===== config.mk =====
export PLATFORM = sky130hd
export DESIGN_NAME = vwp_regs
export DESIGN_NICKNAME = d
export VERILOG_FILES = /design/src/hw/vwp_pkg.sv /design/src/hw/vwp_regs.sv
export SDC_FILE = /design/constraint.sdc
export NUM_CORES = 1
export LEC_CHECK = 0
export BUFFER_PORTS_ARGS = -buffer_cell sky130_fd_sc_hd__buf_2
export CAP_MARGIN = 30
export CORE_AREA = 2 2 100 102
export DETAILED_ROUTE_END_ITERATION = 7
export DIE_AREA = 0 0 102 104
export MAX_ROUTING_LAYER = met4
export PLACE_DENSITY_LB_ADDON = 0.3
export SETUP_SLACK_MARGIN = 0.2
export SKIP_CTS_REPAIR_TIMING = 1
export SYNTH_ARGS = -nofsm -noshare
export SYNTH_HDL_FRONTEND = slang
export SYNTH_SLANG_ARGS = --single-unit

===== constraint.sdc =====
create_clock -name ref_clk -period 3.5 [get_ports ref_clk]
set_clock_uncertainty 0.05 [all_clocks]
set_input_delay 0.175 -clock ref_clk [delete_from_list [all_inputs] [get_ports ref_clk]]
set_output_delay 0.175 -clock ref_clk [all_outputs]
set_load 0.05 [all_outputs]

===== src/hw/vwp_pkg.sv =====
// Purpose: Constants for the watch-high and performance-control field bank
// Assumes: Byte-addressed register port, one aligned 32-bit word per register
// Notes:   Field positions follow the register layouts of the block
package vwp_pkg;
    localparam int          ADDR_W        = 8;
    localparam logic [7:0]  OFS_WATCH_HI  = 8'h00;
    localparam logic [7:0]  OFS_PERF_BASE = 8'h04;
    localparam int          WH_G_BIT      = 30;
    localparam int          WH_WM_LSB     = 28;
    localparam int          WH_ADDRESS_SPACE_ID_LSB   = 16;
    localparam int          WH_MASK_LSB   = 3;
    localparam int          ADDRESS_SPACE_ID_W_EXT    = 10;
    localparam int          ADDRESS_SPACE_ID_W_BASE   = 8;
    localparam int          PC_EC_LSB     = 23;
    localparam int          PC_LOW_W      = 16;
    localparam logic [1:0]  WM_RESET      = 2'h0;
    localparam logic [1:0]  EC_RESET      = 2'h0;
    localparam logic [1:0]  EC_ROOT       = 2'h0;
    localparam logic [1:0]  EC_ROOT_INTV  = 2'h1;
    localparam logic [1:0]  EC_GUEST      = 2'h2;
    localparam logic [1:0]  EC_GUEST_INTV = 2'h3;
endpackage : vwp_pkg


===== src/hw/vwp_regs.sv =====
// Purpose: Watch-high and performance-counter-control fields added for virtualization
// Assumes: Accesses are privileged register moves; sw_root tells the context of the access
// Notes:   Counter increment itself lives elsewhere; this block qualifies events only
//
// Design decisions made here: the placing of the registers and the strobed register port.
`timescale 1ns/1ps
module vwp_regs #(
    parameter int NCTR    = 2,
    parameter bit WM_IMPL = 1'b1,
    parameter bit EC_IMPL = 1'b1
) (
    // Clock and reset
    input  wire logic                        ref_clk,
    input  wire logic                        rstn,
    // Register port
    input  wire logic [vwp_pkg::ADDR_W-1:0]  addr,
    input  wire logic [31:0]                 wdata,
    input  wire logic                        wr,
    input  wire logic                        rd,
    output logic      [31:0]                 rdata,
    // Access context and configuration
    input  wire logic                        sw_root,
    input  wire logic                        extended_address_space_id_flag,
    // Execution context of the core
    input  wire logic                        guest_mode,
    input  wire logic                        exception_level_count_en,
    input  wire logic                        erl,
    input  wire logic                        debug_mode,
    // Events and qualified increments
    input  wire logic [NCTR-1:0]             perf_event,
    output logic      [NCTR-1:0]             perf_counter_inc
);
    // Refuse counter counts outside 1 to 15
    if (NCTR < 1 || NCTR > 15)
    begin : g_bad_nctr
        $error("NCTR must be 1 to 15");
    end

    typedef struct packed {
        logic [1:0]                  ec;
        logic [vwp_pkg::PC_LOW_W-1:0] low;
    } vwp_pc_t;

    typedef struct packed {
        logic                          wh_g;
        logic [1:0]                    watch_root_mgmt;
        logic [vwp_pkg::ADDRESS_SPACE_ID_W_EXT-1:0] address_space_id;
        logic [8:0]                    wh_mask;
        vwp_pc_t [NCTR-1:0]            pc;
        logic [31:0]                   rdata;
        logic [NCTR-1:0]               inc;
    } vwp_state_t;

    vwp_state_t st;
    vwp_state_t next_st;

    // Decode the performance-control index; returns NCTR when no match
    function automatic int pc_index(input logic [vwp_pkg::ADDR_W-1:0] a);
        int k;
        k = NCTR;
        for (int i = 0; i < NCTR; i++)
            if (a == vwp_pkg::OFS_PERF_BASE + vwp_pkg::ADDR_W'(4 * i))
                k = i;
        return k;
    endfunction : pc_index

    // Event qualification by the selected context
    function automatic logic ctx_hit(input logic [1:0] sel, input logic gm, input logic intv);
        logic h;
        h = 1'b0;
        case (sel)
            vwp_pkg::EC_ROOT:       h = !gm;
            vwp_pkg::EC_ROOT_INTV:  h = gm && intv;
            vwp_pkg::EC_GUEST:      h = gm && !intv;
            vwp_pkg::EC_GUEST_INTV: h = gm;
            default:                h = 1'b0;
        endcase
        return h;
    endfunction : ctx_hit

    logic intv;
    assign intv = guest_mode && (exception_level_count_en || erl || debug_mode);

    always_comb
    begin
        int k;
        logic [9:0] address_space_id_rd;
        k = pc_index(addr);
        address_space_id_rd = '0;
        next_st = st;
        next_st.rdata = 32'h0;
        if (wr && addr == vwp_pkg::OFS_WATCH_HI)
        begin
            next_st.wh_g = wdata[vwp_pkg::WH_G_BIT];
            next_st.wh_mask = wdata[vwp_pkg::WH_MASK_LSB +: 9];
            if (extended_address_space_id_flag)
                next_st.address_space_id = wdata[vwp_pkg::WH_ADDRESS_SPACE_ID_LSB +: vwp_pkg::ADDRESS_SPACE_ID_W_EXT];
            else
                next_st.address_space_id = {2'h0, wdata[vwp_pkg::WH_ADDRESS_SPACE_ID_LSB +: vwp_pkg::ADDRESS_SPACE_ID_W_BASE]};
            if (sw_root && WM_IMPL)
                next_st.watch_root_mgmt = wdata[vwp_pkg::WH_WM_LSB +: 2];
        end
        if (wr && k < NCTR)
        begin
            next_st.pc[k].low = wdata[vwp_pkg::PC_LOW_W-1:0];
            if (sw_root && EC_IMPL)
                next_st.pc[k].ec = wdata[vwp_pkg::PC_EC_LSB +: 2];
        end
        if (rd && addr == vwp_pkg::OFS_WATCH_HI)
        begin
            address_space_id_rd = extended_address_space_id_flag ? st.address_space_id
                                         : {2'h0, st.address_space_id[vwp_pkg::ADDRESS_SPACE_ID_W_BASE-1:0]};
            next_st.rdata[vwp_pkg::WH_G_BIT] = st.wh_g;
            next_st.rdata[vwp_pkg::WH_ADDRESS_SPACE_ID_LSB +: vwp_pkg::ADDRESS_SPACE_ID_W_EXT] = address_space_id_rd;
            next_st.rdata[vwp_pkg::WH_MASK_LSB +: 9] = st.wh_mask;
            if (sw_root)
                next_st.rdata[vwp_pkg::WH_WM_LSB +: 2] = st.watch_root_mgmt;
        end
        if (rd && k < NCTR)
        begin
            next_st.rdata[vwp_pkg::PC_LOW_W-1:0] = st.pc[k].low;
            if (sw_root)
                next_st.rdata[vwp_pkg::PC_EC_LSB +: 2] = st.pc[k].ec;
        end
        for (int i = 0; i < NCTR; i++)
            next_st.inc[i] = perf_event[i] && ctx_hit(st.pc[i].ec, guest_mode, intv);
    end

    always_ff @(posedge ref_clk)
    begin
        if (!rstn)
        begin
            st <= '0;
            st.watch_root_mgmt <= vwp_pkg::WM_RESET;
            for (int i = 0; i < NCTR; i++)
                st.pc[i].ec <= vwp_pkg::EC_RESET;
        end
        else
            st <= next_st;
    end

    assign rdata = st.rdata;
    assign perf_counter_inc = st.inc;
endmodule : vwp_regs

# Word-level counts from Yosys, hierarchy flattened
# Cells that the tools add are included.
# classes
n_eq_ne,8
shifts,0
reduce_logical,22
n_div,0
mul,0
n_lt_le_gt_ge,3
n_addsub,0
n_mux,21
bitwise_logic,0
# ops
cell,count
$bwmux 36,2
$mux 18,4
$demux 18 s1,2
$mux 36,1
$mux 9,3
$mux 16,1
$mux 12,1
$logic_and 1x1->1,10
$mux 10,1
$eq 2x2->1 const B,4
$eq 8x3->1 const B,1
$eq 8x4->1 const B,1
$logic_not 8->1,1
$mux 2,4
$pmux 1 s4,2
$reduce_and 2->1,3
$reduce_and 3->1,2
$eq 2x1->1 const B,2
$logic_not 2->1,2
$lt 2x2->1 const B,2
$ge 2x1->1 const B,1
$logic_not 1->1,2
$logic_or 1x1->1,2
# totals
mem_bits_rw,0
n_memories,0
ff_bits,92
romBits,0
latch_bits,0
wordCells,69
output_inout_bits,34
inputBits,52

# Depth between registers and ports, before layout
# depth
word_depth,10
ltp_mapped,6
ltp_nobuf,4

# Worst setup path after synthesis
# No wires, ideal clock.
# synth_path
path_type,input to register
start,input port addr[5] in the netlist's numbering
end,"register st, in the netlist rdata[23]"
n_path_buf,1
setup_time_ns,0.116
arrival_ns,1.292
path_slack_ns,2.042
path_stages,5
required_time_ns,3.334
cell_sequence,nor4_4 nand3_2 buf_6 mux2_4 o211a_1
# synth_between
elab_chain_len,7
word_cells_on_any_way,14
classes_between,order compare (1); eq/ne (2); mux (8); reduce/logical (3)
# synth_rtl
item,line,source
"start, declared",vwp_regs.sv:16,"input wire logic [vwp_pkg::ADDR_W-1:0] addr,"
$eq 8x4->1,vwp_regs.sv:62,if (a == vwp_pkg::OFS_PERF_BASE + vwp_pkg::ADDR_W'(4 * i))
$mux 2,vwp_regs.sv:62,
$mux 18 (implied by the code) (3 in a row),vwp_regs.sv:123,next_st.rdata[vwp_pkg::PC_EC_LSB +: 2] = st.pc[k].ec;
$mux 2,vwp_regs.sv:122,if (sw_root)
$mux 2 *,vwp_regs.sv:119,if (rd && k < NCTR)
"end signal, assigned",vwp_regs.sv:139,st <= next_st;
"end, declared",vwp_regs.sv:54,vwp_state_t st;
# Every way passes the cells marked *; elsewhere a longest branch is shown, timed or not. The select of a mux whose other input is x is not followed.
# A chain may end at the register's enable or synchronous reset.

# Worst setup path in the final report
# Ends and elaborated chain as after synthesis.

==> run metrics <==
Final min period 2.04 ns; initial antenna violation count 0; critical path class in2reg; GPL Wtd Cong around 0.7; HP Class in2reg; Vias 2,507; CTS Buf Count 9; initial core utilization 39.0%; placed cells about 530; vias in the first global route 2,396; Gate power share approximately 4.4%; Slowest-stage cell, CP nor4_4; clk buf depth 2; final cycle utilization of the critical path 58.3%; ratio of cells with drive above 1 in the final layout 25.7%; post-synthesis sequential area ratio between 40% and 50%; pwr dens 465 mW/mm^2; Psw 0.412 mW; Die W 102 um; Clk network pwr share 43.9%; sequential power share slightly above 50%; Antenna Cells 0; Max VDD drop 0.269 mV; All-Layer GR Usage 14.8%; gate family responsible for the most delay along the worst path simple AND/OR/NAND/NOR gates; IO Port Bufs 79; Root Driver clkbuf_8; Detailed Routing Iterations Pass 1 4; CP Data Arrival Time 2.23 ns; Avg Cell Area, Syn 10.1 um^2; Final Max Slew Viols 0; Setup TNS 0 ns; via/cell ratio around 4.5; first-pass GRT wire length 11,800 um; Pleak 2.04 nW; Switching Share 21.0%; Slew headroom 43.2%; worst skew pair latency 0.34 ns; maxcap violations 0; largest fanout on the critical path 12; CP endpoint kind flip-flop; Final setup viols 0; Data required, critical path 3.69 ns; Non-Filler Instances 553; hold path cells 3; Final Power a little under 2 mW; nets@finish 467; Post-Syn Area ~0.0037 mm^2; post-synthesis cell count 370; area delta synth->final 13.5%; antenna viol nets, final 0; Yosys warnings 0; WP buf/inv 1; # H-tree levels 3; DRT Wirelength 7300 um; core area 0.00955 mm^2; worst-margin pin slew 0.846 ns; fmax a little under 500 MHz; die area 0.0106 mm^2; Die Y approximately 100 um; CP cell instances buf_2, nor4_4, nand3_2, mux2_4, o211a_1; WL/cell 13.2 um; fin util 44.2%; clock sinks 89; final hold violations 0; RSZ-0062 raised after global routing false; CTS tree yes; largest net degree at the start of global routing 53; total gr overflow 0; delay of the slowest cell on the worst path about 0.76 ns; I/O Pins 86; critical path depth 5; HPWL Detailed 4850 um; initial drt markers 65; Int Power roughly 1.5 mW; Yosys reg bits 89; CP Launch Type input port; outcome finished clean; DRC viols 0; library cells used by synthesis 29; CTS clock-pin slew for the worst setup and hold paths 0.09 ns; Rows 36; worst reg-to-reg path cell count 2
[registers in the layout, summed over array words and instances, names as in the netlist]
name / count
rdata: 29
st: 58
perf_counter_inc: 2
[worst reg2reg max path, cell delays in order, from the launching register on]
cell	delay, ns
dfxtp_1	0.35
mux2_4	0.28
o211a_1	0.21
[cells in the final DEF, fill, tap and decap left out, types with 3 or more instances in the layout]
cell / Yosys / final
dlygate4sd3_1: 0 / 3
nand4_1: 4 / 4
nor2b_1: 40 / 40
conb_1: 1 / 3
bufinv_16: 0 / 3
dfxtp_1: 89 / 89
buf_2: 3 / 79
nor3_1: 3 / 3
o21ai_0: 11 / 11
and2_1: 8 / 8
and3_1: 4 / 4
a21boi_1: 20 / 20
nand2_1: 51 / 51
clkbuf_8: 0 / 10
mux2i_1: 54 / 54
nor2_1: 11 / 11
nand3_1: 4 / 4
buf_4: 37 / 3
[final timing paths]
path             start         to  slack (ns)
max            addr[5]  rdata[23]        1.46
min          wdata[22]     st[85]       0.008
max reg2reg     st[68]  rdata[23]        2.51
min reg2reg     st[83]  rdata[20]        0.39
[layout make-up]
| type | count | area, um^2 |
|---|---|---|
| sequential | 89 | 1780 |
| fill | 963 | 5330 |
| clock buffer | 10 | 138 |
| tap | 133 | 166 |
| timing repair buffer | 85 | 448 |
| clock inverter | 6 | 113 |
| multi-input combinational | 230 | 1570 |
[power groups by stage]
| stage | clock network [mW] | registers [mW] | logic (mW) |
|---|---|---|---|
| 2_1_floorplan | 0 | 1.04 | 0.0460 |
| 3_3_place_gp | 0 | 1.04 | 0.0839 |
| 3_5_place_dp | 0 | 1.04 | 0.0854 |
| 4_1_cts | 0.889 | 1.01 | 0.0859 |
| 5_1_grt | 0.929 | 1.01 | 0.0950 |
| 6_report | 0.860 | 1.01 | 0.0872 |
[cells by family after synthesis]
| kind of cell | share of synthesized area (%) |
|---|---|
| other cells | 0.101 |
| compound gates | 6.32 |
| mux | 15.9 |
| flops | 47.9 |
| simple gates | 19.5 |
| buf+inv | 9.99 |
| xor+xnor | 0.235 |
[metrics by stage]
| step | hold slack [ns] | cell area (um^2) | setup WS (ns) |
|---|---|---|---|
| after floorplan | 0.244 | 3730 | 2.04 |
| after global placement | 0.354 | 3940 | 1.11 |
| after detailed placement | 0.352 | 3940 | 1.06 |
| after CTS | -0.0349 | 4190 | 1.44 |
| after global routing | 0.00206 | 4220 | 1.24 |
| final | 0.00817 | 4220 | 1.46 |
[cell usage after synthesis]
library cell	count	area share (%)
nand2_1	51	5.1
buf_6	4	1.2
nor4_4	1	0.57
nand4_1	4	0.67
xor2_1	1	0.24
and3_1	4	0.67
nand3_2	1	0.27
o21ai_0	11	1.5
nor3_1	3	0.40
dfxtp_1	89	48
conb_1	1	0.10
and2_1	8	1.3
nor2b_1	40	6.7
o211a_1	2	0.54
mux2_4	2	0.81
nor3b_1	1	0.20
a21oi_1	2	0.27
buf_4	37	7.5
and4_1	1	0.24
a21boi_1	20	4.0
buf_2	3	0.40
nor3b_2	1	0.34
nand3_1	4	0.54
mux2i_1	54	15
nand4_2	1	0.34
nand3_4	2	0.94
clkbuf_1	9	0.91
nor2_1	11	1.1
mux2_2	2	0.61
[routing by layer]
layer / global-route usage (%) / up-vias / wire [um]
met5: - / - / 0
met4: 5.71 / 0 / 96
met3: 3.36 / 9 / 347
met2: 23.4 / 56 / 3530
met1: 18.4 / 1163 / 3320
li1: - / 1279 / -
No activity file was read; power rests on OpenSTA's default activity.
